==> src/srs_pkg.sv <==
// Function
// - hold internal reset while main supply sits below the power-on threshold.
// - apply a 2.6 ms reset delay before releasing the power-on reset.
// - supervisor enable pin low disables internal power-up and supply-drop reset.
// - supervisor off disables monitor, battery switchover and brownout reset.
// - monitor compares supply against a level chosen by a three-bit select field.
// - monitor works only while its software enable bit is set.
// - read-only monitor output flag shows supply below or above the level.
// - monitor output drives event line 16 on rising, falling or both edges.
// - system reset restores registers except reset-cause flags.
// - system reset from reset pin, both watchdogs, software or low-power reset.
// - each system reset source sets its own readable reset-cause flag.
// - in bypass mode the core-domain pin resets the core logic domain.
// - in bypass mode the core-domain reset pin is not a general-purpose pin.
// - in bypass mode core-domain pin low forbids debug under power-on reset.
// - bypass mode removes standby and over-drive modes.
// - bypass pin high turns the regulator off, core fed from capacitor pins.
package srs_pkg;
    localparam int CLK_PERIOD_NS = 40;
    localparam int RESET_DELAY_US = 2600;
    // least time, so round up
    localparam int RESET_DELAY_CYCLES = (RESET_DELAY_US * 1000 + CLK_PERIOD_NS - 1) / CLK_PERIOD_NS;
    localparam int LEVEL_COUNT = 8;

    localparam logic [11:0] ADDR_POWER_CONTROL = 12'h000;
    localparam logic [11:0] ADDR_POWER_STATUS = 12'h004;
    localparam logic [11:0] ADDR_EVENT_CONFIG = 12'h008;
    localparam logic [11:0] ADDR_CLOCK_CTRL_STATUS = 12'h00c;

    // power_control_reg fields
    localparam int PC_MONITOR_ENABLE_BIT = 0;
    localparam int PC_LEVEL_LSB = 1;
    localparam int PC_SOFT_RESET_BIT = 4;
    // power_status_reg fields
    localparam int PS_MONITOR_FLAG_BIT = 0;
    localparam int PS_SUPERVISOR_ON_BIT = 1;
    localparam int PS_BYPASS_BIT = 2;
    // event_config_reg fields
    localparam int EV_RISE_BIT = 0;
    localparam int EV_FALL_BIT = 1;
    localparam int EV_LINE_ENABLE_BIT = 2;
    // clock_ctrl_status_reg fields
    localparam int CS_FLAG_LSB = 0;
    localparam int CS_CLEAR_FLAGS_BIT = 24;
    localparam int EVENT_LINE_NUMBER = 16;

    localparam logic [2:0] LEVEL_RESET = 3'h0;
    localparam logic [5:0] FLAGS_RESET = 6'h02;

    typedef enum logic [1:0] {
        SRS_HOLD,
        SRS_DELAY,
        SRS_RUN
    } srs_state_t;

    typedef struct packed {
        logic low_power;
        logic window_wdg;
        logic indep_wdg;
        logic software;
        logic power_on;
        logic pin;
    } srs_sources_t;

    typedef struct packed {
        logic line_enable;
        logic fall;
        logic rise;
    } srs_event_cfg_t;

    typedef struct packed {
        logic core_from_cap_pins;
        logic regulator_enable;
        logic gpio_core_pin_available;
        logic standby_allowed;
        logic overdrive_allowed;
        logic debug_under_reset_allowed;
        logic brownout_enable;
        logic backup_switch_enable;
    } srs_avail_t;
endpackage

==> src/srs_supply_reset_supervisor.sv <==
// Local design decisions: the address map and the APB slave port.
`timescale 1ns/1ps
module srs_supply_reset_supervisor #(
    parameter int RESET_DELAY = srs_pkg::RESET_DELAY_CYCLES
) (
    input wire logic pclk,
    input wire logic presetn,
    input wire logic psel,
    input wire logic penable,
    input wire logic pwrite,
    input wire logic [11:0] paddr,
    input wire logic [31:0] pwdata,
    output logic [31:0] prdata,
    output logic pready,
    output logic pslverr,
    input wire logic supply_below_por,
    input wire logic [srs_pkg::LEVEL_COUNT-1:0] supply_below_level,
    input wire logic internal_supervisor_enable,
    input wire logic external_reset_pin_n,
    input wire logic core_domain_reset_pin_n,
    input wire logic regulator_bypass_pin,
    input wire logic window_watchdog_expire,
    input wire logic independent_watchdog_expire,
    input wire logic low_power_reset_req,
    output logic por_reset_n,
    output logic system_reset_n,
    output logic core_domain_reset_n,
    output logic monitor_comparator_enable,
    output logic event_line_pulse,
    output srs_pkg::srs_avail_t availability
);
    import srs_pkg::*;

    localparam int CW = $clog2(RESET_DELAY + 1);
    localparam logic [CW-1:0] DELAY_LAST = CW'(RESET_DELAY - 1);

    generate
        if (RESET_DELAY < 1) begin : g_bad_delay
            $error("reset delay must be at least one cycle");
        end
    endgenerate

    // ****************************************
    // pin synchronisers
    // ****************************************
    localparam int NSYNC = LEVEL_COUNT + 5;
    localparam logic [NSYNC-1:0] SYNC_IDLE = {{LEVEL_COUNT{1'h0}}, 5'h1c}; // no false cause
    logic [NSYNC-1:0] async_in;
    logic [NSYNC-1:0] sync1_reg;
    logic [NSYNC-1:0] sync2_reg;

    assign async_in = {supply_below_level, supply_below_por, internal_supervisor_enable,
                       external_reset_pin_n, core_domain_reset_pin_n, regulator_bypass_pin};

    genvar gi;
    generate
        for (gi = 0; gi < NSYNC; gi++) begin : g_sync
            // first stage feeds only the second one
            always_ff @(posedge pclk or negedge presetn) begin
                if (!presetn) begin
                    sync1_reg[gi] <= SYNC_IDLE[gi];
                    sync2_reg[gi] <= SYNC_IDLE[gi];
                end else begin
                    sync1_reg[gi] <= async_in[gi];
                    sync2_reg[gi] <= sync1_reg[gi];
                end
            end
        end
    endgenerate

    logic bypass_s;
    logic core_pin_n_s;
    logic ext_pin_n_s;
    logic sup_on_s;
    logic below_por_s;
    logic [LEVEL_COUNT-1:0] below_level_s;

    assign bypass_s = sync2_reg[0];
    assign core_pin_n_s = sync2_reg[1];
    assign ext_pin_n_s = sync2_reg[2];
    assign sup_on_s = sync2_reg[3];
    assign below_por_s = sync2_reg[4];
    assign below_level_s = sync2_reg[NSYNC-1:5];

    // ****************************************
    // power-on sequencer
    // ****************************************
    srs_state_t state_reg;
    logic [CW-1:0] delay_cnt_reg;
    logic por_hold;

    // with the supervisor off the external supervisor holds the reset pin instead
    assign por_hold = sup_on_s & below_por_s;

    always_ff @(posedge pclk or negedge presetn) begin
        if (!presetn) begin
            state_reg <= SRS_HOLD;
        end else begin
            unique case (state_reg)
                SRS_HOLD: begin
                    if (!por_hold) begin
                        state_reg <= sup_on_s ? SRS_DELAY : SRS_RUN;
                    end
                end
                SRS_DELAY: begin
                    if (por_hold) begin
                        state_reg <= SRS_HOLD;
                    end else if (delay_cnt_reg == DELAY_LAST) begin
                        state_reg <= SRS_RUN;
                    end
                end
                SRS_RUN: begin
                    if (por_hold) begin
                        state_reg <= SRS_HOLD;
                    end
                end
            endcase
        end
    end

    always_ff @(posedge pclk or negedge presetn) begin
        if (!presetn) begin
            delay_cnt_reg <= '0;
        end else if (state_reg == SRS_DELAY && !por_hold) begin
            delay_cnt_reg <= delay_cnt_reg + CW'(1);
        end else begin
            delay_cnt_reg <= '0;
        end
    end

    // ****************************************
    // system reset sources
    // ****************************************
    logic soft_reset_reg;
    logic sys_reset_reg;
    srs_sources_t src;

    assign src.pin = ~ext_pin_n_s;
    assign src.power_on = (state_reg != SRS_RUN);
    assign src.software = soft_reset_reg;
    assign src.indep_wdg = independent_watchdog_expire;
    assign src.window_wdg = window_watchdog_expire;
    assign src.low_power = low_power_reset_req;

    always_ff @(posedge pclk or negedge presetn) begin
        if (!presetn) begin
            sys_reset_reg <= 1'b1;
        end else begin
            sys_reset_reg <= |src;
        end
    end

    assign por_reset_n = (state_reg == SRS_RUN);
    assign system_reset_n = ~sys_reset_reg;

    // ****************************************
    // registers
    // ****************************************
    logic monitor_enable_reg;
    logic [2:0] level_reg;
    srs_event_cfg_t event_cfg_reg;
    logic [5:0] flags_reg;
    logic wr_en;
    logic rd_setup;
    logic mapped;

    assign mapped = (paddr == ADDR_POWER_CONTROL) || (paddr == ADDR_POWER_STATUS) ||
                    (paddr == ADDR_EVENT_CONFIG) || (paddr == ADDR_CLOCK_CTRL_STATUS);
    assign wr_en = psel & penable & pwrite;
    assign rd_setup = psel & ~penable & ~pwrite;
    assign pready = 1'b1;
    assign pslverr = psel & penable & ~mapped;

    // system reset clears control state but leaves the cause flags alone
    always_ff @(posedge pclk or negedge presetn) begin
        if (!presetn) begin
            monitor_enable_reg <= 1'b0;
            level_reg <= LEVEL_RESET;
            soft_reset_reg <= 1'b0;
        end else if (sys_reset_reg) begin
            monitor_enable_reg <= 1'b0;
            level_reg <= LEVEL_RESET;
            soft_reset_reg <= 1'b0;
        end else if (wr_en && paddr == ADDR_POWER_CONTROL) begin
            monitor_enable_reg <= pwdata[PC_MONITOR_ENABLE_BIT];
            level_reg <= pwdata[PC_LEVEL_LSB +: 3];
            soft_reset_reg <= pwdata[PC_SOFT_RESET_BIT];
        end
    end

    always_ff @(posedge pclk or negedge presetn) begin
        if (!presetn) begin
            event_cfg_reg <= '0;
        end else if (sys_reset_reg) begin
            event_cfg_reg <= '0;
        end else if (wr_en && paddr == ADDR_EVENT_CONFIG) begin
            event_cfg_reg <= pwdata[EV_LINE_ENABLE_BIT:EV_RISE_BIT];
        end
    end

    // a source active in the clearing cycle keeps its flag
    always_ff @(posedge pclk or negedge presetn) begin
        if (!presetn) begin
            flags_reg <= FLAGS_RESET;
        end else if (wr_en && paddr == ADDR_CLOCK_CTRL_STATUS && pwdata[CS_CLEAR_FLAGS_BIT]) begin
            flags_reg <= src;
        end else begin
            flags_reg <= flags_reg | src;
        end
    end

    // ****************************************
    // supply voltage monitor
    // ****************************************
    logic monitor_active;
    logic monitor_flag_reg;
    logic monitor_prev_reg;
    logic event_reg;

    // the monitor is dead while the internal supervisor is off
    assign monitor_active = monitor_enable_reg & sup_on_s;
    assign monitor_comparator_enable = monitor_active;

    always_ff @(posedge pclk or negedge presetn) begin
        if (!presetn) begin
            monitor_flag_reg <= 1'b0;
            monitor_prev_reg <= 1'b0;
        end else begin
            monitor_flag_reg <= monitor_active & below_level_s[level_reg];
            monitor_prev_reg <= monitor_flag_reg;
        end
    end

    // flag high means supply below the level, so its rise is the falling crossing
    always_ff @(posedge pclk or negedge presetn) begin
        if (!presetn) begin
            event_reg <= 1'b0;
        end else begin
            event_reg <= event_cfg_reg.line_enable &
                         ((event_cfg_reg.fall & monitor_flag_reg & ~monitor_prev_reg) |
                          (event_cfg_reg.rise & ~monitor_flag_reg & monitor_prev_reg));
        end
    end
    assign event_line_pulse = event_reg;

    // ****************************************
    // read data
    // ****************************************
    logic [31:0] rd_value;
    always_comb begin
        rd_value = 32'h0000_0000;
        unique case (paddr)
            ADDR_POWER_CONTROL: begin
                rd_value[PC_MONITOR_ENABLE_BIT] = monitor_enable_reg;
                rd_value[PC_LEVEL_LSB +: 3] = level_reg;
                rd_value[PC_SOFT_RESET_BIT] = soft_reset_reg;
            end
            ADDR_POWER_STATUS: begin
                rd_value[PS_MONITOR_FLAG_BIT] = monitor_flag_reg;
                rd_value[PS_SUPERVISOR_ON_BIT] = sup_on_s;
                rd_value[PS_BYPASS_BIT] = bypass_s;
            end
            ADDR_EVENT_CONFIG: begin
                rd_value[EV_LINE_ENABLE_BIT:EV_RISE_BIT] = event_cfg_reg;
            end
            ADDR_CLOCK_CTRL_STATUS: begin
                rd_value[CS_FLAG_LSB +: 6] = flags_reg;
            end
            default: begin
                rd_value = 32'h0000_0000;
            end
        endcase
    end

    always_ff @(posedge pclk or negedge presetn) begin
        if (!presetn) begin
            prdata <= 32'h0000_0000;
        end else if (rd_setup) begin
            prdata <= rd_value;
        end
    end

    // ****************************************
    // core domain and mode availability
    // ****************************************
    logic core_reset_n_reg;
    srs_avail_t avail_reg;

    always_ff @(posedge pclk or negedge presetn) begin
        if (!presetn) begin
            core_reset_n_reg <= 1'b0;
        end else begin
            // bypass has no internal core-supply watch, so the pin is the only guard
            core_reset_n_reg <= bypass_s ? core_pin_n_s : (state_reg == SRS_RUN);
        end
    end
    assign core_domain_reset_n = core_reset_n_reg;

    always_ff @(posedge pclk or negedge presetn) begin
        if (!presetn) begin
            avail_reg <= '0;
        end else begin
            avail_reg.core_from_cap_pins <= bypass_s;
            avail_reg.regulator_enable <= ~bypass_s;
            avail_reg.gpio_core_pin_available <= ~bypass_s;
            avail_reg.standby_allowed <= ~bypass_s;
            avail_reg.overdrive_allowed <= ~bypass_s;
            avail_reg.debug_under_reset_allowed <= ~(bypass_s & ~core_pin_n_s);
            avail_reg.brownout_enable <= sup_on_s;
            avail_reg.backup_switch_enable <= sup_on_s;
        end
    end
    assign availability = avail_reg;

    // ****************************************
    // checks
    // ****************************************
    chk_hold_por: assert property (@(posedge pclk) disable iff (!presetn)
        por_hold |=> !por_reset_n)
        else $error("power-on reset released while supply low");

    chk_delay_len: assert property (@(posedge pclk) disable iff (!presetn)
        (state_reg == SRS_DELAY) && $past(state_reg) == SRS_DELAY && state_reg == SRS_DELAY
        |-> delay_cnt_reg <= DELAY_LAST)
        else $error("reset delay counter overran");

    chk_delay_exit: assert property (@(posedge pclk) disable iff (!presetn)
        $rose(state_reg == SRS_RUN) && $past(state_reg) == SRS_DELAY
        |-> $past(delay_cnt_reg) == DELAY_LAST)
        else $error("reset delay ended early");

    chk_sup_off: assert property (@(posedge pclk) disable iff (!presetn)
        !sup_on_s |=> !monitor_flag_reg && !avail_reg.brownout_enable)
        else $error("monitor or brownout alive with supervisor off");

    chk_monitor_off: assert property (@(posedge pclk) disable iff (!presetn)
        !monitor_enable_reg |=> !monitor_flag_reg)
        else $error("monitor flag set while disabled");

    chk_level_pick: assert property (@(posedge pclk) disable iff (!presetn)
        monitor_active |=> monitor_flag_reg == $past(below_level_s[level_reg]))
        else $error("monitor flag does not follow selected level");

    chk_event_fall: assert property (@(posedge pclk) disable iff (!presetn)
        $rose(monitor_flag_reg) && event_cfg_reg.fall && event_cfg_reg.line_enable
        |=> event_line_pulse)
        else $error("missed falling-supply event");

    chk_event_quiet: assert property (@(posedge pclk) disable iff (!presetn)
        !event_cfg_reg.line_enable |=> !event_line_pulse)
        else $error("event fired with line disabled");

    chk_src_reset: assert property (@(posedge pclk) disable iff (!presetn)
        (|src) |=> !system_reset_n && ((flags_reg & $past(src)) == $past(src)))
        else $error("reset source without system reset or flag");

    chk_bypass_core: assert property (@(posedge pclk) disable iff (!presetn)
        bypass_s && !core_pin_n_s |=> !core_domain_reset_n && !availability.standby_allowed)
        else $error("core domain not reset by core pin in bypass");

    cov_por_release: cover property (@(posedge pclk) disable iff (!presetn)
        $rose(state_reg == SRS_RUN));
    cov_event: cover property (@(posedge pclk) disable iff (!presetn)
        event_line_pulse);
    cov_soft_reset: cover property (@(posedge pclk) disable iff (!presetn)
        soft_reset_reg ##1 sys_reset_reg);
    cov_bypass: cover property (@(posedge pclk) disable iff (!presetn)
        bypass_s && !core_pin_n_s);
endmodule

==> config.mk <==
export PLATFORM = sky130hd
export DESIGN_NAME = srs_supply_reset_supervisor
export DESIGN_NICKNAME = d
export VERILOG_FILES = /design/src/srs_pkg.sv /design/src/srs_supply_reset_supervisor.sv
export SDC_FILE = /design/constraint.sdc
export NUM_CORES = 1
export LEC_CHECK = 0
export ABC_AREA = 0
export ABC_CLOCK_PERIOD_IN_PS = 3000
export BUFFER_PORTS_ARGS = -buffer_cell sky130_fd_sc_hd__buf_2
export CORE_MARGIN = 5
export CORE_UTILIZATION = 30
export CTS_BUF_LIST = sky130_fd_sc_hd__clkbuf_8 sky130_fd_sc_hd__clkbuf_16
export DETAILED_ROUTE_END_ITERATION = 16
export GPL_ROUTABILITY_DRIVEN = 0
export PLACE_DENSITY = 0.64
export SYNTH_ARGS = -nofsm -noshare
export SYNTH_HDL_FRONTEND = slang
export SYNTH_SLANG_ARGS = --single-unit
export TNS_END_PERCENT = 30
==> constraint.sdc <==
create_clock -name pclk -period 3 [get_ports pclk]
set_input_delay 0.6 -clock pclk [delete_from_list [all_inputs] [get_ports pclk]]
set_output_delay 0.6 -clock pclk [all_outputs]
set_load 0.01 [all_outputs]
Yosys cells after proc, flatten, opt, wreduce, memory -nomap -nowiden. Cells that the tools add are included.

Register bits after elaboration: 73.

$add $sub $neg: 1. $lt $le $gt $ge: 1. Equal/unequal tests: 10. Multiplexer cells: 22. Bitwise gates (word level): 26. Reductions and logical operators: 15.

Operator list (count): $eq A12 B4 Y1 const B (2); $add A16 B1 Y16 const B (1); $eq A16 B16 Y1 const B (1); $mux W16 (1); $and A1 B1 Y1 (14); $eq A12 B3 Y1 const B (1); $logic_not A12 Y1 (1); $mux W3 (4); $pmux W3 S4 (1); $mux W2 (5); $not A1 Y1 (10); $mux W1 (7); $mux W6 (1); $or A6 B6 Y6 (1); $pmux W2 S3 (1); $reduce_or A6 Y1 (1); $logic_and A1 B1 Y1 (5); $lt A3 B4 Y1 const B (1); $ne A2 B2 Y1 const B (2); $pmux W2 S2 (1); $reduce_bool A2 Y1 (2); $bmux W1 S3 (1); $logic_or A1 B1 Y1 (3); $ne A3 B3 Y1 const B (1); 7 further kinds (7).

Longest topological paths before layout. Gate-level depths: netlist of the first run.

Depth in word-level cells: 6. Gate-level depth with buffers: 6.

Worst setup path before layout of the first run. Ideal clock, no wire load.

Path type: input-to-output. Start: in paddr[5]. End: out pslverr. Data arrival time: 1.396 ns. Required time: 2.400 ns. Path slack: 1.004 ns. Stages: 3. Cell sequence: nor4_4 > nand3_2 > and3_2.

Longest elaborated chain between the ends: 6. Elaborated cells between the ends (all ways): 9. Classes of those cells: eq/ne (3); bitwise (2); reduce/logical (4).

Ends and longest elaborated chain: start: declaration (RTL line srs_supply_reset_supervisor.sv:11) `input wire logic [11:0] paddr,`; $eq A12 B3 Y1 / $logic_not A12 Y1 (equally long branches) (RTL line srs_supply_reset_supervisor.sv:167) `assign mapped = (paddr == ADDR_POWER_CONTROL) || (paddr == ADDR_POWER_STATUS) ||`; $logic_or A1 B1 Y1 (2 in series) (RTL line srs_supply_reset_supervisor.sv:167); $logic_or A1 B1 Y1 (*) (RTL line srs_supply_reset_supervisor.sv:168) `(paddr == ADDR_EVENT_CONFIG) || (paddr == ADDR_CLOCK_CTRL_STATUS);`; $not A1 Y1 (*) (RTL line srs_supply_reset_supervisor.sv:172) `assign pslverr = psel & penable & ~mapped;`; $and A1 B1 Y1 (*) (RTL line srs_supply_reset_supervisor.sv:172); end: declaration (RTL line srs_supply_reset_supervisor.sv:15) `output logic pslverr,`.

Mark *: on every way between the ends. The rest lies on a longest branch, timed or not.

Worst setup path after layout of the first run. Same ends and word-level chain as after synthesis.

==> reports/results.tsv, run 1 <==
stage	metric	value	unit
min_path	hold crit path type	in -> async	
synthesis	XOR/XNOR share of the synthesized area	0.0275	
clocking	Bufs on Longest Clock Path	2	
synthesis	synthesized-area fraction occupied by adder cells	0.0157	
flow_run	max-cap viol count	0	
synthesis	Synth Flop Type	dfrtp_1	
route	detailed-route via count	2060	
synthesis	Synth Register Bits	73	
place	HPWL Detailed	4620	um
synthesis	post-synthesis sequential area ratio	0.576	
final_layout	share of layout cells above drive strength 1	0.302	
floorplanning	Cell Rows	37	
global_route	final global-route overflow total	0	
place	placed insts	444	
route	Avg Vias per Cell	4.48	
final_layout	post-layout instance area	3690	sq um
synthesis	Post-Syn Instances	261	
synthesis	Synth Area in Compound Gates	0.0550	
timing	final worst-path cycle share	0.775	
timing	final critical-path required period	2.33	ns
final_layout	Layout area overhead	15.8	%
clocking	total CTS buffers	9	
synthesis	main combinational cell family by area after synthesis	simple AND/OR/NAND/NOR gates	
worst_setup_path	CP max FO	8	
timing	Final Hold Viols	0	
timing	Setup Skew	0.00742	ns
timing	WHS	0.302	ns
floorplanning	Initial Util	0.309	
synthesis	post-synth cell types	51	
worst_setup_path	CP Launch Type	primary input	
clocking	post_cts resized	0	
timing	FMAX	430	MHz
global_route	vias in the first global route	2096	
timing	Setup violations, final	0	
clocking	CTS Root Cell	clkbuf_8	
synthesis	Post-Syn Area per Cell	12.2	sq um
outcome	status	completed	
floorplanning	Chip Width	113	um
floorplanning	height of the die	113	um
global_route	largest net degree at the start of global routing	44	
global_route	Total GRT Usage	0.101	
clocking	H-Tree Depth	3	
route	Antenna Nets Post-Route	0	
clocking	Post-CTS Setup Repair Bufs	0	
synthesis	Post-Synth Simple-Gate Area	0.167	
route	Post-Route WL	6070	um
power	leak pwr	1.71	nW
clocking	clock-pin slew on the worst setup and hold paths	0.08	ns
worst_setup_path	Setup Crit Path Kind	in -> out	
timing	Slew HR	0.525	
global_route	initial antenna violation count	0	
clocking	clock sink count	73	
synthesis	multiplexer share of the synthesized area	0.0679	
final_layout	# fillers	1026	
floorplanning	total die area	12800	sq um
power	P per Cell Area	561	nW/um^2
floorplanning	core area	10300	sq um
final_layout	Largest register FFs	16	
place	I/O Buffers	58	
synthesis	Post-Syn Area	3190	sq um
place	Cell Area, Placed	3490	sq um
final_layout	Inserted Diodes	0	
final_layout	Post-Layout Cell Count	460	
route	Routed wire per std cell	13.2	um
clocking	hold_buf cts	0	
synthesis	EDFF count, synth	0	
global_route	first-pass GRT wire length	10100	um
timing	worst slew pin tran	0.712	ns
timing	Max Slew Vio Count	0	
synthesis	Warnings, synthesis	0	
route	drt first pass iters	4	
floorplanning	# IOs	112	
synthesis	ys async rst share	1.00	
worst_setup_path	CP arrival	1.73	ns
final_layout	final core area utilization	0.358	
clocking	worst skew pair latency	0.34	ns
clocking	clock tree from TritonCTS	done	
final_layout	nets	388	
power	VDD IR-drop max	0.388	mV
worst_setup_path	crit end category	output pin	
worst_setup_path	Worst EP required	2.40	ns
route	drt drc	0	
route	DRT iter0 DRCs	120	
timing	Fin Setup TNS	0	ns
worst_setup_path	reg-to-reg slack, setup	1.02	ns
timing	RSZ-0062 raised after global routing	no	
-- cells in the final DEF, fill, tap and decap left out, types with 2 or more instances in the layout --
| master | synthesis | routed |
|---|---|---|
| nand2b_1 | 2 | 2 |
| buf_2 | 2 | 58 |
| xor2_1 | 6 | 6 |
| nand4_1 | 12 | 12 |
| nor2_1 | 17 | 17 |
| inv_1 | 3 | 4 |
| mux2i_1 | 7 | 7 |
| mux4_2 | 5 | 5 |
| conb_1 | 2 | 27 |
| nor4_4 | 2 | 2 |
| a21oi_1 | 2 | 2 |
| a21o_1 | 6 | 6 |
| nor2b_1 | 2 | 2 |
| ha_1 | 4 | 4 |
| clkbuf_8 | 0 | 10 |
| xnor2_1 | 4 | 4 |
| and3_1 | 2 | 2 |
| nand2_1 | 21 | 21 |
| clkinvlp_4 | 0 | 2 |
| clkinv_2 | 0 | 2 |
| and2_1 | 3 | 3 |
| nand3_1 | 7 | 7 |
| nand3b_1 | 2 | 2 |
| dfrtp_1 | 65 | 65 |
| nor4b_1 | 2 | 2 |
| mux2_2 | 3 | 3 |
| o21ai_0 | 10 | 10 |
| and4_1 | 3 | 3 |
| a21bo_1 | 2 | 2 |
| nor3_1 | 3 | 3 |
| dfstp_2 | 8 | 8 |
-- report_power, final --
part / internal (mW) / switching [mW] / leakage (nW)
Combinational: 0.107 / 0.159 / 0.696
Sequential: 1.03 / 0.0249 / 0.909
Clock: 0.400 / 0.347 / 0.0995
Total: 1.54 / 0.531 / 1.71
-- stage by stage --
| stage | power (mW) | setup WS [ns] |
|---|---|---|
| floorplan | 1.26 | 1.00 |
| global placement | 1.33 | 0.671 |
| detailed placement | 1.34 | 0.683 |
| CTS | 2.10 | 0.671 |
| global route | 2.19 | 0.570 |
| finish | 2.07 | 0.674 |
-- cells by family after synthesis --
family	after synthesis
AOI/OAI and AO/OA	26
buffers and inverters	41
other	2
and+or+nand+nor	90
muxes	15
adders and majority gates	4
DFF	73
xor gates and xnor gates	10
-- Yosys cell counts, types with 2 or more instances --
library cell	number	share of area
dfrtp_1	65	0.51
buf_4	31	0.073
nand2_1	21	0.025
nor2_1	17	0.020
nand4_1	12	0.024
o21ai_0	10	0.016
dfstp_2	8	0.066
mux2i_1	7	0.022
nand3_1	7	0.011
a21o_1	6	0.014
xor2_1	6	0.016
mux4_2	5	0.035
ha_1	4	0.016
xnor2_1	4	0.011
and2_1	3	0.0059
and4_1	3	0.0082
inv_1	3	0.0035
mux2_2	3	0.011
nor3_1	3	0.0047
a21bo_1	2	0.0063
a21oi_1	2	0.0031
and3_1	2	0.0039
buf_2	2	0.0031
clkbuf_1	2	0.0024
conb_1	2	0.0024
nand2b_1	2	0.0039
nand3b_1	2	0.0047
nor2b_1	2	0.0039
nor4_4	2	0.013
nor4b_1	2	0.0055
-- area by class of cell --
class | instances | area (sq um) | share of cell area
Clock buffer | 10 | 138 | 0.0373
Clock inverter | 6 | 58.8 | 0.0159
Inverter | 4 | 15.0 | 0.00407
Multi-Input combinational cell | 172 | 1160 | 0.315
Sequential cell | 73 | 1840 | 0.498
Tap cell | 136 | 170 | 0.0461
Timing Repair Buffer | 59 | 310 | 0.0841
-- worst max-delay path, stage by stage --
cell,delay [ns]
buf_2,0.11
nor4_4,0.48
nand3_2,0.16
and3_2,0.24
buf_2,0.13
-- routing by layer --
layer  track usage  wire length [um]  up-vias
met5             0                 0        -
met4        0.0321                79        0
met3        0.0406               477        7
met2         0.166              2970       71
met1         0.123              2550     1003
li1              -                 -      979
-- worst paths after layout --
path                              start               end  depth (start not counted)
min reg2reg                sync1_reg[9]  below_level_s[4]                          0
max reg2reg                state_reg[1]      state_reg[1]                          5
min                             presetn         prdata[0]                          1
max                            paddr[5]           pslverr                          5
min in group pclk          sync1_reg[9]  below_level_s[4]                          0
max in group asynchronous       presetn       below_por_s                          2
Power figures use the tool's default switching activity.
==> run 2: changes to the inputs <==
ABC_CLOCK_PERIOD_IN_PS = 2000   (was 3000)
PLACE_DENSITY = 0.66   (was 0.64)
clock period = 2 ns   (was 3 ns; I/O delays follow)
==> run 2 against run 1 <==
Final cell count grew 1.5%. First-iteration DRC count fell by 31%. Sequential power is 50% higher. Register-to-register slack worse by 0.86 ns. Design area rose by 1.6%. Routed wire length up 4.7%.
==> reports/results.tsv, run 2 (synthesized netlist as in run 1, its figures left out) <==
stage	metric	value	unit	change
timing	Max Slew Vio Count	0		unchanged
global_route	vias in the first global route	2087		-0.43%
clocking	clock sink count	73		unchanged
place	HPWL Detailed	4810	um	+4.0%
final_layout	register area	1840	sq um	unchanged
clocking	clock-pin slew on the worst setup and hold paths	0.08	ns	about the same
global_route	met2 Usage GRT	0.173		+0.00632
place	I/O Buffers	58		unchanged
power	VDD IR-drop max	0.475	mV	+22%
floorplanning	Cell Rows	37		unchanged
final_layout	# fillers	1013		-1.3%
route	drt first pass iters	4		unchanged
floorplanning	Initial Util	0.309		unchanged
clocking	total CTS buffers	9		unchanged
route	Antenna Nets Post-Route	0		unchanged
power	P per Cell Area	841	nW/um^2	+50%
global_route	largest net degree at the start of global routing	74		+68%
power	clock power share	0.363		+0.002
power	Comb pwr share	0.134		+0.006
floorplanning	total die area	12800	sq um	unchanged
timing	Fin Setup TNS	0	ns	unchanged
clocking	CTS Root Cell	clkbuf_8		
final_layout	most common cell after layout, fill and taps aside	dfrtp_1		
worst_setup_path	Setup Crit Path Kind	reg -> reg		
clocking	clock tree from TritonCTS	done		
final_layout	highest-count cells in the layout ignoring fill and taps	dfrtp_1 (65), buf_2 (58), conb_1 (27), nand2_1 (21), nor2_1 (17)		
floorplanning	core area	10300	sq um	unchanged
clocking	post_cts resized	0		unchanged
global_route	first-pass GRT wire length	10300	um	+1.2%
power	leak pwr	1.74	nW	+1.8%
final_layout	Multi-input gate area	1160	sq um	unchanged
clocking	Post-CTS Setup Repair Bufs	0		unchanged
final_layout	Layout area overhead	17.7	%	
route	drt drc	0		unchanged
final_layout	nets	395		+1.8%
final_layout	post-layout instance area	3750	sq um	+1.6%
power	Int Pwr	2.34	mW	+52%
power	overall power	3.15	mW	+52%
route	Post-Route WL	6350	um	+4.7%
power	Switch Pwr	0.816	mW	+54%
floorplanning	# IOs	112		unchanged
floorplanning	Chip Width	113	um	unchanged
timing	final worst-path cycle share	0.920		
power	Sequential Power Share	0.503		-0.007
worst_setup_path	CP arrival	2.06	ns	+0.33 ns
global_route	initial antenna violation count	0		unchanged
clocking	worst skew pair latency	0.34	ns	about the same
worst_setup_path	crit end category	register		
timing	final critical-path required period	1.84	ns	
worst_setup_path	CP max FO	4		-4
route	DRT iter0 DRCs	83		-31%
global_route	final global-route overflow total	0		unchanged
global_route	M1 GR Usage	0.122		-0.00102
timing	Setup violations, final	0		unchanged
timing	Setup Skew	0.0120	ns	+0.00457 ns
global_route	GR Util met3	0.0364		-0.00428
power	Switching Fraction	0.259		+0.00228
worst_setup_path	reg-to-reg slack, setup	0.16	ns	-0.86 ns
clocking	hold_buf cts	0		unchanged
final_layout	Largest register FFs	16		unchanged
clocking	Bufs on Longest Clock Path	2		unchanged
timing	FMAX	543	MHz	
clocking	H-Tree Depth	3		unchanged
worst_setup_path	Worst EP required	2.22	ns	-0.18 ns
final_layout	Inserted Diodes	0		unchanged
route	Avg Vias per Cell	4.39		-1.9%
final_layout	Post-Layout Cell Count	467		+1.5%
outcome	status	completed		
route	detailed-route via count	2051		-0.44%
floorplanning	height of the die	113	um	unchanged
flow_run	max-cap viol count	0		unchanged
route	Routed wire per std cell	13.6	um	+3.1%
min_path	hold crit path type	in -> async		
global_route	Total GRT Usage	0.103		+0.00181
timing	Final Hold Viols	0		unchanged
global_route	most crowded layer after global routing	met2		
timing	RSZ-0062 raised after global routing	no		
worst_setup_path	CP Launch Type	register		
place	placed insts	451		+1.6%
final_layout	share of layout cells above drive strength 1	0.320		+0.0178
place	Cell Area, Placed	3550	sq um	+1.5%
[run 2: power groups by stage]
| stage | sequential, mW | combinational (mW) | clock [mW] |
|---|---|---|---|
| finish | 1.59 | 0.422 | 1.14 |
| detailed placement | 1.62 | 0.429 | 0 |
| global route | 1.60 | 0.468 | 1.26 |
| global placement | 1.61 | 0.406 | 0 |
| floorplan | 1.61 | 0.279 | 0 |
| CTS | 1.59 | 0.429 | 1.20 |
[run 2: worst paths after layout]
check                           depth (start not counted)          endpoint                        from
worst max register to register                          5      state_reg[0]            delay_cnt_reg[0]
worst min-delay path                                    2      level_reg[1]                     presetn
worst min register to register                          0  below_level_s[3]                sync1_reg[8]
max in group asynchronous                               2      sync1_reg[4]                     presetn
min in group pclk                                       1      sync1_reg[3]  internal_supervisor_enable
worst max-delay path                                    5      state_reg[0]            delay_cnt_reg[0]
[run 2: per-layer routing]
| layer | routed length [um] | vias to the layer above |
|---|---|---|
| li1 | - | 983 |
| met1 | 2620 | 996 |
| met2 | 3190 | 67 |
| met3 | 473 | 5 |
| met4 | 72 | 0 |
| met5 | 0 | - |
[run 2: area by class of cell]
class                      instances  share of cell area
sequential                        73               0.490
inverter                           4             0.00400
tap                              136              0.0454
clock buffer                      10              0.0367
timing repair buffer              66              0.0967
multi-input combinational        172               0.310
clock inverter                     6              0.0177
[run 2: stage by stage]
| stage | worst slack (ns) | hold slack [ns] | util |
|---|---|---|---|
| detailed placement | 0.145 | 0.335 | 0.344 |
| finish | 0.160 | 0.0815 | 0.363 |
| floorplan | 0.324 | 0.104 | - |
| global route | 0.0345 | 0.104 | 0.363 |
| global placement | 0.212 | 0.333 | 0.344 |
| CTS | 0.129 | 0.0705 | 0.363 |
[run 2: critical path, stage by stage, from the launching register on]
cell	delay (ns)
dfrtp_1	0.39
ha_1	0.24
nor4bb_1	0.29
nand4_1	0.14
a221o_1	0.38
mux2_2	0.29
